**config.mk**
```make
export PLATFORM = sky130hd
export DESIGN_NAME = icb_core
export DESIGN_NICKNAME = d
export VERILOG_FILES = /design/src/verilog/icb_pkg.sv /design/src/verilog/icb_core.sv /design/src/verilog/icb_baud.sv
export SDC_FILE = /design/constraint.sdc
export NUM_CORES = 1
export LEC_CHECK = 0
export ABC_AREA = 0
export BUFFER_PORTS_ARGS = -buffer_cell sky130_fd_sc_hd__buf_2
export CAP_MARGIN = 20
export CORE_MARGIN = 1
export CORE_UTILIZATION = 52
export CTS_CLUSTER_DIAMETER = 60
export DETAILED_ROUTE_END_ITERATION = 10
export GPL_TIMING_DRIVEN = 0
export PLACE_DENSITY = 0.77
export SETUP_SLACK_MARGIN = 0.05
export SYNTH_ARGS = -nofsm -noshare
export SYNTH_HDL_FRONTEND = slang
export SYNTH_SLANG_ARGS = --single-unit
```
**constraint.sdc**
```tcl
create_clock -name clk -period 3.5 [get_ports clk]
set_clock_uncertainty 0.15 [all_clocks]
set_input_delay 0.525 -clock clk [delete_from_list [all_inputs] [get_ports clk]]
set_output_delay 0.525 -clock clk [all_outputs]
set_load 0.01 [all_outputs]
```
**src/verilog/icb_pkg.sv**
```systemverilog
// Purpose: shared constants and types of the I2C master collision block
// Assumes: 25 MHz system clock, AHB-Lite register access, one master port
// Notes:   register offsets are byte addresses of aligned 32-bit words
// Behaviour
// RULE1: Restart: SDA low at SCL rise is collision
// RULE2: Restart: SCL falls before our SDA low
// RULE3: Restart: release SDA, count, release SCL
// RULE4: Restart: SDA high reloads; early SDA fall fine
// RULE5: Restart: SCL fall before expiry is collision
// RULE6: Restart: both high, drive SDA, then SCL
// RULE7: Stop: SDA low after count is collision
// RULE8: Stop: SCL low before SDA high collides
// RULE9: Stop: SDA low, release SCL, count, sample
// RULE10: One baud counter for I2C and SPI
// RULE11: Buffer write starts the baud counter
// RULE12: Operation done stops counter, SCL holds
// RULE13: Counter reloads twice per SCL period
// RULE14: SCL rate is clock over 4(N+1)
// RULE15: Software avoids reload values 0, 1, 2
// RULE16: SPI: sample-phase bit picks sample point
// RULE17: I2C: sample-phase bit disables slew control
// RULE18: Clock-edge bit: SPI edge or SMBus levels
// RULE19: Data-not-address bit follows last byte
// RULE20: Stop-seen bit, cleared by reset, disable
// RULE21: Start-seen bit, cleared by reset, disable
// RULE22: Direction bit reads one while transmitting
// RULE23: Collision sets flag, port returns idle
// RULE24: Collision aborts sequence, releases lines
// RULE25: Checks only in enabled master sequences
package icb_pkg;

  // Register byte offsets
  localparam logic [7:0] OFF_RELOAD = 8'h00;
  localparam logic [7:0] OFF_BUFFER = 8'h04;
  localparam logic [7:0] OFF_CTRL1  = 8'h08;
  localparam logic [7:0] OFF_CTRL2  = 8'h0c;
  localparam logic [7:0] OFF_CTRL3  = 8'h10;
  localparam logic [7:0] OFF_MASK   = 8'h14;
  localparam logic [7:0] OFF_STATUS = 8'h18;
  localparam logic [7:0] OFF_FLAGS  = 8'h1c;

  // Reset values
  localparam logic [7:0] RST_REG    = 8'h00;
  localparam logic [7:0] RST_STATUS = 8'h00;

  // Status field positions
  localparam int ST_SMP = 7;
  localparam int ST_CKE = 6;
  localparam int ST_DA  = 5;
  localparam int ST_P   = 4;
  localparam int ST_S   = 3;
  localparam int ST_RW  = 2;
  localparam int ST_BF  = 0;

  // Control one fields
  localparam int C1_WCOL = 7;
  localparam int C1_EN   = 5;
  localparam int C1_CKP  = 4;

  // Control two fields
  localparam int C2_ACKSTAT = 6;
  localparam int C2_ACKDT   = 5;
  localparam int C2_ACK_SEQ_ENABLE   = 4;
  localparam int C2_RECEIVE_SEQ_ENABLE    = 3;
  localparam int C2_PEN     = 2;
  localparam int C2_RESTART_SEQ_ENABLE    = 1;
  localparam int C2_SEN     = 0;
  localparam logic [7:0] C2_SEQ_MASK = 8'h1f;

  // Flags register fields
  localparam int FL_BCL = 0;
  localparam int FL_IF  = 1;

  // Mode codes
  localparam logic [3:0] MODE_I2C_MST = 4'h8;
  localparam logic [3:0] MODE_SPI_MST = 4'ha;

  // Baud timing: counter steps once every two system clocks
  localparam int OSC_PER_TICK = 2;
  localparam int PRE_W        = 1;
  localparam logic [PRE_W-1:0] PRE_LAST = PRE_W'(OSC_PER_TICK - 1);

  // Sequence lengths
  localparam logic [4:0] BITS_TX   = 5'h09;
  localparam logic [4:0] BITS_RX   = 5'h08;
  localparam logic [4:0] BITS_ACK  = 5'h01;
  localparam logic [4:0] SPI_EDGES = 5'h10;

  // Sequencer states
  typedef enum logic [4:0] {
    SQ_IDLE, SQ_S_HOLD, SQ_S_LOW,
    SQ_RS_REL, SQ_RS_HIGH, SQ_RS_CHK, SQ_RS_LOW,
    SQ_P_LOW, SQ_P_REL, SQ_P_CNT, SQ_P_SDA, SQ_P_END,
    SQ_B_LOW, SQ_B_HIGH, SQ_B_CNT, SQ_SPI
  } icb_seq_e;

  // Bit engine jobs
  typedef enum logic [1:0] {JOB_TX, JOB_RX, JOB_ACK} icb_job_e;

  // Open-drain pin drive, carried together
  typedef struct packed {
    logic scl_oe;
    logic scl_out;
    logic sda_oe;
    logic sda_out;
  } icb_pins_s;

endpackage

```
**src/verilog/icb_core.sv**
```systemverilog
// Purpose: I2C master sequencer with collision checks and AHB registers
// Assumes: pins are open drain, inputs synchronous to clk
// Notes:   one baud counter serves I2C and SPI master clocking
`timescale 1ns/10ps
module icb_core import icb_pkg::*; #(
  parameter int RELOAD_W = 8
) (
  // Clock and reset
  input  wire logic        clk,
  input  wire logic        nrst,
  // AHB-Lite slave
  input  wire logic        hsel,
  input  wire logic [31:0] haddr,
  input  wire logic [1:0]  htrans,
  input  wire logic        hwrite,
  input  wire logic [2:0]  hsize,
  input  wire logic [31:0] hwdata,
  input  wire logic        hready,
  output logic             hreadyout,
  output logic [31:0]      hrdata,
  output logic             hresp,
  // I2C bus pins
  input  wire logic        scl_in,
  input  wire logic        sda_in,
  output logic             scl_out,
  output logic             scl_oe,
  output logic             sda_out,
  output logic             sda_oe,
  // SPI master clock
  output logic             spi_sck,
  // Event and option levels
  output logic             collision_irq_flag,
  output logic             port_irq_flag,
  output logic             slew_rate_off,
  output logic             smbus_levels,
  output logic             spi_sample_late,
  output logic             spi_shift_to_idle
);

  // Whole state of the block
  typedef struct packed {
    icb_seq_e   st;      // Sequencer state
    icb_job_e   job;     // Bit engine job
    logic       wr;      // Write data phase pending
    logic [7:0] waddr;   // Address of pending write
    logic       ready;   // Bus ready
    logic [31:0] rdata;  // Read data
    logic [7:0] reload;  // Baud reload value
    logic [7:0] buff;    // Shift buffer
    logic [7:0] mask;    // Address mask
    logic [7:0] c1;      // Control one
    logic [7:0] c2;      // Control two
    logic [7:0] c3;      // Control three
    logic [7:0] stat;    // Port status
    logic       bcl;     // Collision flag
    logic       pif;     // Port event flag
    logic       txgo;    // Buffer written, transfer pending
    logic       addr_nx; // Next byte is an address
    logic [8:0] shreg;   // Outgoing bits
    logic [7:0] rxsh;    // Incoming bits
    logic [4:0] bits;    // Bits or edges left
    logic       sck;     // SPI clock level
    icb_pins_s  pins;    // Pin drive
    logic       slew;    // Slew control off
    logic       smb;     // SMBus input levels
    logic       late;    // SPI late sample
    logic       edge_sel;// SPI shift edge
  } icb_state_s;

  icb_state_s s;
  icb_state_s next_s;
  logic [1:0] rst_pipe;  // Reset release synchroniser
  logic       rst_n;     // Synchronised reset
  logic       brg_load;  // Reload request to the counter
  logic       brg_run;   // Counter runs
  logic       brg_exp;   // Half period elapsed
  logic       take;      // Address phase accepted

  // Reset released through two flops, asserted at once
  always_ff @(posedge clk or negedge nrst) begin
    if (!nrst) begin
      rst_pipe <= 2'b00;
    end else begin
      rst_pipe <= {rst_pipe[0], 1'b1};
    end
  end
  assign rst_n = rst_pipe[1];

  // Mode is one of the I2C modes
  function automatic logic is_i2c(input logic [3:0] m);
    is_i2c = (m[3:1] == 3'b011) || (m == 4'h8) || (m == 4'hb) ||
             (m[3:1] == 3'b111);
  endfunction

  // Register read decode
  function automatic logic [7:0] reg_read(input logic [7:0] a,
                                          input icb_state_s x);
    if (a == OFF_RELOAD) begin
      reg_read = x.reload;
    end else if (a == OFF_BUFFER) begin
      reg_read = x.buff;
    end else if (a == OFF_CTRL1) begin
      reg_read = x.c1;
    end else if (a == OFF_CTRL2) begin
      reg_read = x.c2;
    end else if (a == OFF_CTRL3) begin
      reg_read = x.c3;
    end else if (a == OFF_MASK) begin
      reg_read = x.mask;
    end else if (a == OFF_STATUS) begin
      reg_read = x.stat;
    end else if (a == OFF_FLAGS) begin
      reg_read = {6'h00, x.pif, x.bcl};
    end else begin
      reg_read = 8'h00; // Unmapped reads as zero
    end
  endfunction

  // Abort on collision: flag, release lines, clear sequence bits
  function automatic icb_state_s abort(input icb_state_s x);
    abort             = x;
    abort.bcl         = 1'b1;         // see RULE23
    abort.st          = SQ_IDLE;      // see RULE23
    abort.pins.scl_oe = 1'b0;         // see RULE24
    abort.pins.sda_oe = 1'b0;         // see RULE24
    abort.c2          = x.c2 & ~C2_SEQ_MASK; // see RULE24
    abort.stat[ST_RW] = 1'b0;
    abort.stat[ST_BF] = 1'b0;
    abort.txgo        = 1'b0;
  endfunction

  // Shared baud counter for I2C and SPI (see RULE10)
  icb_baud #(
    .WIDTH (RELOAD_W)
  ) u_baud (
    .clk    (clk),
    .rst_n  (rst_n),
    .load   (brg_load),
    .run    (brg_run),
    .reload (s.reload[RELOAD_W-1:0]),
    .expire (brg_exp)
  );

  assign take = hsel && htrans[1] && hready;

  // Next state: bus access first, sequencer after, so hardware sets win
  always_comb begin
    next_s   = s;
    brg_load = 1'b0;
    brg_run  = (s.st != SQ_IDLE); // Stops once done (see RULE12)
    next_s.wr = 1'b0;

    // Address phase: capture read data, remember write
    if (take) begin
      next_s.waddr = haddr[7:0];
      next_s.wr    = hwrite;
      if (!hwrite) begin
        next_s.rdata = {24'h000000, reg_read(haddr[7:0], s)};
        if (haddr[7:0] == OFF_BUFFER) begin
          next_s.stat[ST_BF] = 1'b0; // Reading empties the buffer
        end
      end
    end

    // Data phase of a write
    if (s.wr) begin
      if (s.waddr == OFF_RELOAD) begin
        next_s.reload = hwdata[7:0]; // 0..2 unsupported (see RULE15)
      end else if (s.waddr == OFF_BUFFER) begin
        if (s.st != SQ_IDLE) begin
          next_s.c1[C1_WCOL] = 1'b1; // Busy: write dropped
        end else begin
          next_s.buff = hwdata[7:0];
          next_s.txgo = 1'b1; // Counter starts next cycle (see RULE11)
          next_s.stat[ST_BF] = 1'b1;
        end
      end else if (s.waddr == OFF_CTRL1) begin
        // Two top bits clear only
        next_s.c1 = {s.c1[7:6] & hwdata[7:6], hwdata[5:0]};
      end else if (s.waddr == OFF_CTRL2) begin
        next_s.c2[7] = hwdata[7];
        next_s.c2[C2_ACKDT] = hwdata[C2_ACKDT];
        // No queuing of sequences while busy
        if (s.st == SQ_IDLE && !s.txgo) begin
          next_s.c2[4:0] = hwdata[4:0];
        end
      end else if (s.waddr == OFF_CTRL3) begin
        next_s.c3 = hwdata[7:0];
      end else if (s.waddr == OFF_MASK) begin
        next_s.mask = hwdata[7:0];
      end else if (s.waddr == OFF_STATUS) begin
        next_s.stat[7:6] = hwdata[7:6]; // Only option bits writable
      end else if (s.waddr == OFF_FLAGS) begin
        next_s.bcl = s.bcl & hwdata[FL_BCL]; // Write zero clears
        next_s.pif = s.pif & hwdata[FL_IF];
      end
    end

    // Sequencer
    case (s.st)
      SQ_IDLE: begin
        if (s.c1[3:0] == MODE_I2C_MST && s.c1[C1_EN]) begin
          if (s.c2[C2_SEN]) begin
            if (!sda_in || !scl_in) begin
              next_s = abort(next_s);
            end else begin
              brg_load = 1'b1;
              next_s.st = SQ_S_HOLD;
            end
          end else if (s.c2[C2_RESTART_SEQ_ENABLE]) begin
            next_s.pins.sda_oe = 1'b0; // Let SDA float (see RULE3)
            next_s.pins.scl_oe = 1'b1;
            brg_load = 1'b1;
            next_s.st = SQ_RS_REL;
          end else if (s.c2[C2_PEN]) begin
            next_s.pins.sda_oe = 1'b1; // Stop opens with SDA low (see RULE9)
            next_s.pins.scl_oe = 1'b1;
            next_s.st = SQ_P_LOW;
          end else if (s.c2[C2_RECEIVE_SEQ_ENABLE] || s.c2[C2_ACK_SEQ_ENABLE] || s.txgo) begin
            next_s.job = s.txgo ? JOB_TX :
                         (s.c2[C2_RECEIVE_SEQ_ENABLE] ? JOB_RX : JOB_ACK);
            next_s.shreg = s.txgo ? {s.buff, 1'b1} :
                           {s.c2[C2_ACKDT] | s.c2[C2_RECEIVE_SEQ_ENABLE], 8'hff};
            next_s.bits = s.txgo ? BITS_TX :
                          (s.c2[C2_RECEIVE_SEQ_ENABLE] ? BITS_RX : BITS_ACK);
            next_s.stat[ST_RW] = s.txgo; // Reads one in transmit (see RULE22)
            next_s.txgo = 1'b0;
            next_s.pins.scl_oe = 1'b1;
            brg_load = 1'b1; // see RULE11
            next_s.st = SQ_B_LOW;
          end
        end else if (s.c1[3:0] == MODE_SPI_MST && s.txgo) begin
          // SPI master byte clocked by the same counter (see RULE10)
          next_s.txgo = 1'b0;
          next_s.sck  = s.c1[C1_CKP];
          next_s.bits = SPI_EDGES;
          brg_load    = 1'b1; // see RULE11
          next_s.st   = SQ_SPI;
        end
      end

      SQ_S_HOLD: begin
        if (!scl_in) begin
          next_s = abort(next_s); // Clock low before our SDA
        end else if (!sda_in || brg_exp) begin
          // Early SDA fall restarts the count and asserts at once
          next_s.pins.sda_oe = 1'b1;
          brg_load = 1'b1;
          next_s.st = SQ_S_LOW;
        end
      end

      SQ_S_LOW, SQ_RS_LOW: begin
        if (brg_exp) begin
          // Clock low whatever its level (see RULE6)
          next_s.pins.scl_oe = 1'b1;
          next_s.c2[C2_SEN]  = 1'b0;
          next_s.c2[C2_RESTART_SEQ_ENABLE] = 1'b0;
          next_s.stat[ST_S]  = 1'b1; // see RULE21
          next_s.stat[ST_P]  = 1'b0; // see RULE20
          next_s.addr_nx = 1'b1;
          next_s.pif = 1'b1;
          next_s.st = SQ_IDLE;
        end
      end

      SQ_RS_REL: begin
        if (brg_exp) begin
          next_s.pins.scl_oe = 1'b0; // Release SCL after count (see RULE3)
          next_s.st = SQ_RS_HIGH;
        end
      end

      SQ_RS_HIGH: begin
        if (scl_in) begin
          if (!sda_in) begin
            next_s = abort(next_s); // SDA low at SCL rise (see RULE1)
          end else begin
            brg_load = 1'b1; // SDA high: count again (see RULE4)
            next_s.st = SQ_RS_CHK;
          end
        end
      end

      SQ_RS_CHK: begin
        if (!sda_in) begin
          // Another master's SDA fall is no collision (see RULE4)
          next_s.pins.sda_oe = 1'b1;
          brg_load = 1'b1;
          next_s.st = SQ_RS_LOW;
        end else if (!scl_in) begin
          next_s = abort(next_s); // SCL fell first (see RULE2) (see RULE5)
        end else if (brg_exp) begin
          next_s.pins.sda_oe = 1'b1; // Both high: SDA low (see RULE6)
          brg_load = 1'b1;
          next_s.st = SQ_RS_LOW;
        end
      end

      SQ_P_LOW: begin
        if (!sda_in) begin
          next_s.pins.scl_oe = 1'b0; // SDA low seen: free SCL (see RULE9)
          next_s.st = SQ_P_REL;
        end
      end

      SQ_P_REL: begin
        if (scl_in) begin
          brg_load = 1'b1; // Clock arbitration passed (see RULE9)
          next_s.st = SQ_P_CNT;
        end
      end

      SQ_P_CNT: begin
        if (!scl_in) begin
          next_s = abort(next_s); // see RULE8
        end else if (brg_exp) begin
          next_s.pins.sda_oe = 1'b0;
          brg_load = 1'b1;
          next_s.st = SQ_P_SDA;
        end
      end

      SQ_P_SDA: begin
        if (!scl_in && !sda_in) begin
          next_s = abort(next_s); // SCL low before SDA high (see RULE8)
        end else if (brg_exp) begin
          if (!sda_in) begin
            next_s = abort(next_s); // SDA held low (see RULE7)
          end else begin
            next_s.stat[ST_P] = 1'b1; // see RULE20
            next_s.stat[ST_S] = 1'b0; // see RULE21
            brg_load = 1'b1;
            next_s.st = SQ_P_END;
          end
        end
      end

      SQ_P_END: begin
        if (brg_exp) begin
          next_s.c2[C2_PEN] = 1'b0;
          next_s.pif = 1'b1;
          next_s.st = SQ_IDLE;
        end
      end

      SQ_B_LOW: begin
        next_s.pins.sda_oe = ~s.shreg[8]; // Zero pulls SDA low
        if (brg_exp) begin
          next_s.pins.scl_oe = 1'b0;
          next_s.st = SQ_B_HIGH;
        end
      end

      SQ_B_HIGH: begin
        if (scl_in) begin
          brg_load = 1'b1; // Stretch until SCL really high
          next_s.st = SQ_B_CNT;
        end
      end

      SQ_B_CNT: begin
        if (brg_exp) begin
          next_s.pins.scl_oe = 1'b1;
          next_s.rxsh  = {s.rxsh[6:0], sda_in};
          next_s.shreg = {s.shreg[7:0], 1'b1};
          next_s.bits  = s.bits - 1'b1;
          brg_load = 1'b1;
          next_s.st = SQ_B_LOW;
          if (s.bits == 5'h01) begin
            next_s.st = SQ_IDLE;
            next_s.pif = 1'b1;
            next_s.pins.sda_oe = 1'b0;
            if (s.job == JOB_TX) begin
              next_s.c2[C2_ACKSTAT] = sda_in;
              next_s.stat[ST_BF] = 1'b0;
              next_s.stat[ST_RW] = 1'b0; // see RULE22
              next_s.stat[ST_DA] = ~s.addr_nx; // see RULE19
              next_s.addr_nx = 1'b0;
            end else if (s.job == JOB_RX) begin
              next_s.buff = {s.rxsh[6:0], sda_in};
              next_s.stat[ST_BF] = 1'b1;
              next_s.stat[ST_DA] = 1'b1; // see RULE19
              next_s.c2[C2_RECEIVE_SEQ_ENABLE] = 1'b0;
            end else begin
              next_s.c2[C2_ACK_SEQ_ENABLE] = 1'b0;
            end
          end
        end
      end

      SQ_SPI: begin
        if (brg_exp) begin
          next_s.sck  = ~s.sck;
          next_s.bits = s.bits - 1'b1;
          if (s.bits == 5'h01) begin
            next_s.pif = 1'b1;
            next_s.st  = SQ_IDLE; // Clock stays at last level
          end
        end
      end

      default: begin
        next_s.st = SQ_IDLE;
      end
    endcase

    // Disabled port: idle, lines free, start and stop bits clear
    if (!s.c1[C1_EN] || (s.st != SQ_IDLE && s.st != SQ_SPI &&
        s.c1[3:0] != MODE_I2C_MST)) begin
      next_s.st = SQ_IDLE; // Checks only when enabled master (see RULE25)
      next_s.pins.scl_oe = 1'b0;
      next_s.pins.sda_oe = 1'b0;
      next_s.c2 = next_s.c2 & ~C2_SEQ_MASK;
      if (!s.c1[C1_EN]) begin
        next_s.stat[ST_P] = 1'b0; // see RULE20
        next_s.stat[ST_S] = 1'b0; // see RULE21
      end
    end

    // Option levels registered for the pads and SPI path
    next_s.slew = is_i2c(next_s.c1[3:0]) & next_s.stat[ST_SMP]; // see RULE17
    next_s.smb  = is_i2c(next_s.c1[3:0]) & next_s.stat[ST_CKE]; // see RULE18
    next_s.late = (next_s.c1[3:0] == MODE_SPI_MST) &
                  next_s.stat[ST_SMP]; // see RULE16
    next_s.edge_sel = ~is_i2c(next_s.c1[3:0]) &
                      next_s.stat[ST_CKE]; // see RULE18
    next_s.pins.scl_out = 1'b0;
    next_s.pins.sda_out = 1'b0;
    next_s.ready = 1'b1;
  end

  // State register
  always_ff @(posedge clk or negedge rst_n) begin
    if (!rst_n) begin
      s       <= '0;
      s.st    <= SQ_IDLE;
      s.job   <= JOB_TX;
      s.ready <= 1'b1;
      s.stat  <= RST_STATUS;
      s.c1    <= RST_REG;
      s.c2    <= RST_REG;
    end else begin
      s <= next_s;
    end
  end

  // Outputs straight from the state register, except hresp tied low
  assign hreadyout          = s.ready;
  assign hrdata             = s.rdata;
  assign hresp              = 1'b0;
  assign scl_out            = s.pins.scl_out;
  assign scl_oe             = s.pins.scl_oe;
  assign sda_out            = s.pins.sda_out;
  assign sda_oe             = s.pins.sda_oe;
  assign spi_sck            = s.sck;
  assign collision_irq_flag = s.bcl;
  assign port_irq_flag      = s.pif;
  assign slew_rate_off      = s.slew;
  assign smbus_levels       = s.smb;
  assign spi_sample_late    = s.late;
  assign spi_shift_to_idle  = s.edge_sel;

endmodule

```
**src/verilog/icb_baud.sv**
```systemverilog
// Purpose: reloadable baud counter with prescale enable
// Assumes: reload value stays stable while the counter runs
// Notes:   expire is a one-cycle pulse, one per half SCL period
`timescale 1ns/10ps
module icb_baud import icb_pkg::*; #(
  parameter int WIDTH = 8
) (
  // Clock and reset
  input  wire logic             clk,
  input  wire logic             rst_n,
  // Control
  input  wire logic             load,
  input  wire logic             run,
  input  wire logic [WIDTH-1:0] reload,
  // Rollover pulse
  output logic                  expire
);

  // Whole state of the counter
  typedef struct packed {
    logic [PRE_W-1:0] pre;    // Prescale phase
    logic [WIDTH-1:0] cnt;    // Down counter
    logic             expire; // Rollover pulse
  } icb_baud_s;

  icb_baud_s s;
  icb_baud_s next_s;

  // Count down on each prescale enable, reload on rollover
  always_comb begin
    next_s        = s;
    next_s.expire = 1'b0;
    if (load) begin
      // Fresh half period, taken from idle too so the first one is full
      next_s.cnt = reload;
      next_s.pre = '0;
    end else if (!run) begin
      // Stopped: count frozen, SCL holds its level (see RULE12)
      next_s.pre = '0;
    end else if (s.pre == PRE_LAST) begin
      // One count per two clocks gives clk/(4(N+1)) (see RULE14)
      next_s.pre = '0;
      if (s.cnt == '0) begin
        next_s.expire = 1'b1;
        next_s.cnt    = reload; // Two reloads per period (see RULE13)
      end else begin
        next_s.cnt = s.cnt - 1'b1;
      end
    end else begin
      next_s.pre = s.pre + 1'b1;
    end
  end

  // State register
  always_ff @(posedge clk or negedge rst_n) begin
    if (!rst_n) begin
      s <= '0;
    end else begin
      s <= next_s;
    end
  end

  assign expire = s.expire;

endmodule

```
==> qor.yml, run 1 <==
crit_path_max_fanout: 9
wirelength_um: 21800
max_freq_ghz: 0.338
critPathKind: "reg -> reg"
antenna_found_initial: 0
synth_cell_type_count: 83
core_sq_um: 13900
crit_path_start_kind: "flop"
status: "finished clean"
drt_pass1_iterations: 6
setup_viol_count_final: 0
cts_buffers: 17
layout_commonest_cell: "dfrtp_1"
fin_crit_ps: 2960
clk_latency_ps: 430
portBuffers: 35
slew_violations: 0
place_congestion: 0.989
via_per_inst: 6.15
drive_gt1_frac: 0.211
initial_core_util: 0.532
async_flop_share: 1.00
powerDensity_nw_per_um2: 573
rsz0062_at_grt: "no"
synth_warnings: 0
grt_pass1_vias: 6116
place_area_sq_um: 7910
syn-cell-area_sq_um: 7380
synth_cells: 800
worst_hold_slack_ps: 193
hpwl_um: 15700
io_pins: 121
synthToLayoutAreaGrowth_pct: 15.7
slew_headroom: 0.401
clockRootBuffer: "clkbuf_16"
cts_tree: "done"
post-synth-top-area-fraction: 0.414
hold_violations: 0
drt-wirelength-per-cell_um: 20.3
dieArea_sq_um: 14700
mostFrequentLayoutCells: "dfrtp_1, nand2_1, o21ai_0"
arrival_ps: 3120
rows: 43
grt_pass1_wl_um: 34100
insertedDiodeCount: 0
cts.sinks: 122
grtUsageTotal: 0.313
yosys-top-cells-area: "dfrtp_1, mux2_2, o21ai_0"
ctsResizeCount: 0
ys.flop_type: "dfrtp_1"
fill_cells: 1208
hold_path_class: "in -> reg"
final_net_count: 962
power.total_mw: 4.89
power_leakage_nw: 3.81
grt_max_degree: 69
ir_worst_vdd_mv: 0.399
globalRouteOverflowTotal: 0
worst_pin_slew_ps: 899
timing.final.crit_share: 0.846
yosysTopAreaCell: "dfrtp_1"
final_core_util: 0.615
synth_edf_count: 0
maxCapViolations: 0
htree_levels: 4
drc: 0
end_kind: "flop"
postLayoutCellArea_sq_um: 8540
path_clk_slew_ps: 60
ant_nets: 0
clk_path_buf_depth: 2
required_ps: 3650
fin_tns_setup_ps: 0
ys_seq_area_frac: 0.414
syn_area_per_cell_sq_um: 9.22
vias: 6621
die_h_um: 121
die_x_um: 121
drt_iter0_markers: 679
ys_ff_latch: 122
[path summary, 6_finish.rpt]
kind	startpoint	endpoint	slack [ps]	depth (start not counted)
setup / recovery	s[60]	s[27]	540	6
hold / removal	haddr[7]	s[131]	190	2
setup reg to reg	s[60]	s[27]	540	6
hold reg to reg	rst_pipe[0]	rst_pipe[1]	200	0
max in group asynchronous	rst_pipe[1]	s[24]	2130	1
min in group asynchronous	nrst	rst_pipe[1]	260	2
[report_power, final]
group / total [mW] / internal (mW) / switching [mW]
registers: 1.65 / 1.53 / 0.118
logic: 1.41 / 0.525 / 0.883
clock network: 1.83 / 1.13 / 0.699
[routing by layer]
layer | vias to the layer above | part of all wire | track usage
met4 | 0 | 0.031 | 0.138
met1 | 3195 | 0.43 | 0.435
met2 | 343 | 0.44 | 0.456
met5 | - | 0 | 0
li1 | 3029 | - | -
met3 | 54 | 0.10 | 0.0841
[cell families after synthesis]
family | after synthesis | synth area share
other cells | 2 | 0.00102
buf+inv | 111 | 0.0797
fa+ha+maj | 3 | 0.00509
simple gates | 258 | 0.187
flops | 122 | 0.414
mux | 75 | 0.112
xor+xnor | 3 | 0.00356
compound gates | 226 | 0.198
[through the flow]
step                      setup WS (ps)  std cells
after floorplan                    1120        827
after global placement              626       1042
after detailed placement            644       1043
after CTS                           632       1076
after global routing                501       1076
final                               537       1076
[final cells by class]
type | instances | area [sq um] | share of cell area
plain buffers | 88 | 502 | 0.0588
clock buffers | 17 | 425 | 0.0498
clock inverters | 15 | 189 | 0.0221
inverters | 23 | 86.3 | 0.0101
multi-input cells | 594 | 3840 | 0.450
flip-flops and latches | 122 | 3060 | 0.358
well taps | 180 | 225 | 0.0264
repair buffers | 37 | 213 | 0.0249
[Yosys cell counts (5+ instances only)]
cell / count
a21oi_1: 50
a2bb2oi_1: 6
a31oi_1: 8
and2_1: 5
and3_1: 7
buf_2: 17
buf_4: 38
clkbuf_1: 31
dfrtp_1: 122
inv_1: 22
mux2_1: 8
mux2_2: 43
mux2i_1: 23
nand2_1: 66
nand2b_1: 16
nand3_1: 14
nand3b_1: 5
nand4_1: 5
nor2_1: 49
nor2b_1: 11
nor3_1: 31
nor4_1: 9
o21ai_0: 62
o21ai_1: 13
o21bai_1: 5
o22ai_1: 8
o31ai_1: 6
o32a_1: 5
or3_1: 11
[registers in the layout (all words and copies together), names as in the netlist]
signal,flops
spi_sample_late,1
spi_sck,1
spi_shift_to_idle,1
s,93
u_baud.s,9
rst_pipe,2
sda_oe,1
scl_oe,1
smbus_levels,1
u_baud.expire,1
hrdata,8
port_irq_flag,1
slew_rate_off,1
collision_irq_flag,1
[worst max-delay path: stages (launching register included)]
cell and delay (ps):
dfrtp_1 480, nor4b_2 760, nand4_1 420, nor4_1 280, a21oi_1 110, nor2_4 270
mux2_1 360
[what timing repair did]
action / 4_1_cts / 5_1_grt
hold buffers: 1 / 0
buffers inserted: 0 / 0
hold endpoints to repair: 2 / 0
Power figures use the tool's default switching activity.
==> inputs of run 2 (changes only) <==
--- a/config.mk
+++ b/config.mk
@@ -13,7 +13,7 @@
 export CTS_CLUSTER_DIAMETER = 60
 export DETAILED_ROUTE_END_ITERATION = 10
 export GPL_TIMING_DRIVEN = 0
-export PLACE_DENSITY = 0.77
+export PLACE_DENSITY = 0.74
 export SETUP_SLACK_MARGIN = 0.05
 export SYNTH_ARGS = -nofsm -noshare
 export SYNTH_HDL_FRONTEND = slang
==> constraint.sdc (replaced) <==
create_clock -name clk -period 2.89 [get_ports clk]
set_clock_uncertainty 0.15 [all_clocks]
set_input_delay 0.4335 -clock clk [delete_from_list [all_inputs] [get_ports clk]]
set_output_delay 0.4335 -clock clk [all_outputs]
set_load 0.01 [all_outputs]
==> qor.yml, run 2 (synthesis gave the netlist of run 1 again) <==
status: "finished clean"  # unchanged
drt-wirelength-per-cell_um: 20.0  # was 20.3 um
io_pins: 121  # unchanged
max_freq_ghz: 0.372  # was 0.338 GHz
antenna_found_initial: 0  # unchanged
rsz0062_at_grt: "no"  # unchanged
clk_path_buf_depth: 2  # unchanged
layout_commonest_cell: "dfrtp_1"  # unchanged
crit_buf_inv: 1  # was 0
via_per_inst: 6.16  # was 6.15
core_sq_um: 13900  # unchanged
wirelength_um: 21500  # was 21800 um
mostFrequentLayoutCells: "dfrtp_1, nand2_1, o21ai_0"  # unchanged
vias: 6631  # was 6621
power_leakage_nw: 3.81  # about the same
path_delay_family: "simple AND/OR/NAND/NOR gates"  # unchanged
setup_viol_count_final: 0  # unchanged
postLayoutCellArea_sq_um: 8560  # was 8540 sq um
crit_path_start_kind: "flop"  # unchanged
arrival_ps: 2850  # was 3120 ps
synthToLayoutAreaGrowth_pct: 16.0  # was 15.7%
die_x_um: 121  # unchanged
rows: 43  # unchanged
globalRouteOverflowTotal: 0  # unchanged
setup_ws_ps: 198  # was 537 ps
portBuffers: 35  # unchanged
initial_core_util: 0.532  # unchanged
ant_nets: 0  # unchanged
fin_tns_setup_ps: 0  # unchanged
dpl_worst_slack_ps: 137  # was 644 ps
path_cells: "inv_1 > ha_1 > nor4b_4 > nand2_2 > o31ai_1 > o311ai_1 > or3_1 > o41ai_1"  # was nor4b_2 > nand4_1 > nor4_1 > a21oi_1 > nor2_4 > mux2_1
ir_worst_vdd_mv: 0.521  # was 0.399 mV
cpMaxStageDelayCell: "nor4b_4"  # was nor4b_2
worst_pin_slew_ps: 770  # was 899 ps
path_clk_slew_ps: 60  # about the same
cts_buffers: 17  # unchanged
grt_max_degree: 68  # was 69
postCtsSetupBuffers: 0  # unchanged
fin_crit_ps: 2690  # was 2960 ps
clockRootBuffer: "clkbuf_16"  # unchanged
hpwl_um: 15400  # was 15700 um
final_net_count: 962  # unchanged
grt_pass1_wl_um: 33600  # was 34100 um
place_congestion: 0.988  # was 0.989
required_ps: 3050  # was 3650 ps
hold_path_class: "in -> reg"  # unchanged
drc: 0  # unchanged
timing.final.crit_share: 0.931  # was 0.846
dieArea_sq_um: 14700  # unchanged
end_kind: "flop"  # unchanged
hold_violations: 0  # unchanged
grt_pass1_vias: 6076  # was 6116
slew_headroom: 0.484  # was 0.401
cts_tree: "done"  # unchanged
insertedDiodeCount: 0  # unchanged
largest_reg_flops: 93  # unchanged
critPathMaxStageDelay_ps: 480  # was 760 ps
clk_latency_ps: 430  # about the same
place_inst: 1043  # unchanged
cts.sinks: 122  # unchanged
crit_path_max_fanout: 6  # was 9
final_cells: 1076  # unchanged
place_area_sq_um: 7910  # unchanged
drive_gt1_frac: 0.212  # was 0.211
slew_violations: 0  # unchanged
grtUsageTotal: 0.308  # was 0.313
worst_hold_slack_ps: 97.8  # was 193 ps
powerDensity_nw_per_um2: 696  # was 573 nW/um^2
die_h_um: 121  # unchanged
maxCapViolations: 0  # unchanged
top_register: "s"  # unchanged
htree_levels: 4  # unchanged
critPathKind: "reg -> reg"  # unchanged
drt_iter0_markers: 739  # was 679
drt_pass1_iterations: 5  # was 6
## run 2: cell count changes in the layout (fill, tap and decap cells not counted)
cell        before  now
nor4b_2          1    0
nor4b_4          1    2
clkinvlp_4       1    2
clkbuf_8         0    1
nor2_2           0    1
clkinv_2         2    0
nor2_1          49   48
## run 2: tightest hold or removal path, cell delays in order
cell and delay (ps):
buf_2 90, inv_1 60, nor2_1 40
## run 2: timing repair
item                                   4_1_cts  5_1_grt
endpoints found under the hold margin        2        0
resized for setup                            0        2
hold buffers                                 1        0
setup endpoints to repair                    0       18
## run 2: final cells by class
| class | instances | area [sq um] |
|---|---|---|
| Clock inverter | 14 | 186 |
| Fill cell | 1185 | 5320 |
| Timing Repair Buffer | 37 | 213 |
| Clock buffer | 18 | 439 |
| Inverter | 23 | 86.3 |
| Multi-Input combinational cell | 594 | 3850 |
| Sequential cell | 122 | 3060 |
| Buffer | 88 | 502 |
| Tap cell | 180 | 225 |
## run 2: per-stage QoR
| step | power [mW] | util |
|---|---|---|
| 2_1_floorplan | 3.20 | - |
| 3_3_place_gp | 3.70 | 0.568 |
| 3_5_place_dp | 3.67 | 0.570 |
| 4_1_cts | 5.92 | 0.616 |
| 5_1_grt | 6.21 | 0.617 |
| 6_report | 5.96 | 0.617 |
## run 2: worst paths after layout
| path | startpoint | end | slack [ps] | cells past startpoint |
|---|---|---|---|---|
| max in group asynchronous | rst_pipe[1] | s[24] | 1590 | 1 |
| min | hwrite | s[132] | 100 | 3 |
| max | s[10] | s[37] | 200 | 8 |
| min in group asynchronous | nrst | rst_pipe[1] | 170 | 2 |
| min reg2reg | rst_pipe[0] | rst_pipe[1] | 210 | 0 |
| max reg2reg | s[10] | s[37] | 200 | 8 |
## run 2: power breakdown
part	total, mW	switching, mW	leakage, nW	internal (mW)
registers	2.00	0.143	1.56	1.86
clock network	2.24	0.840	0.300	1.40
logic	1.72	1.09	1.95	0.636
total	5.96	2.07	3.81	3.89
## run 2: layer usage
metal | share of wire | vias to the layer above | track usage
met2 | 0.43 | 422 | 0.432
met3 | 0.12 | 72 | 0.0940
met5 | 0 | - | 0
met4 | 0.038 | 0 | 0.133
met1 | 0.42 | 3111 | 0.437
li1 | - | 3026 | -
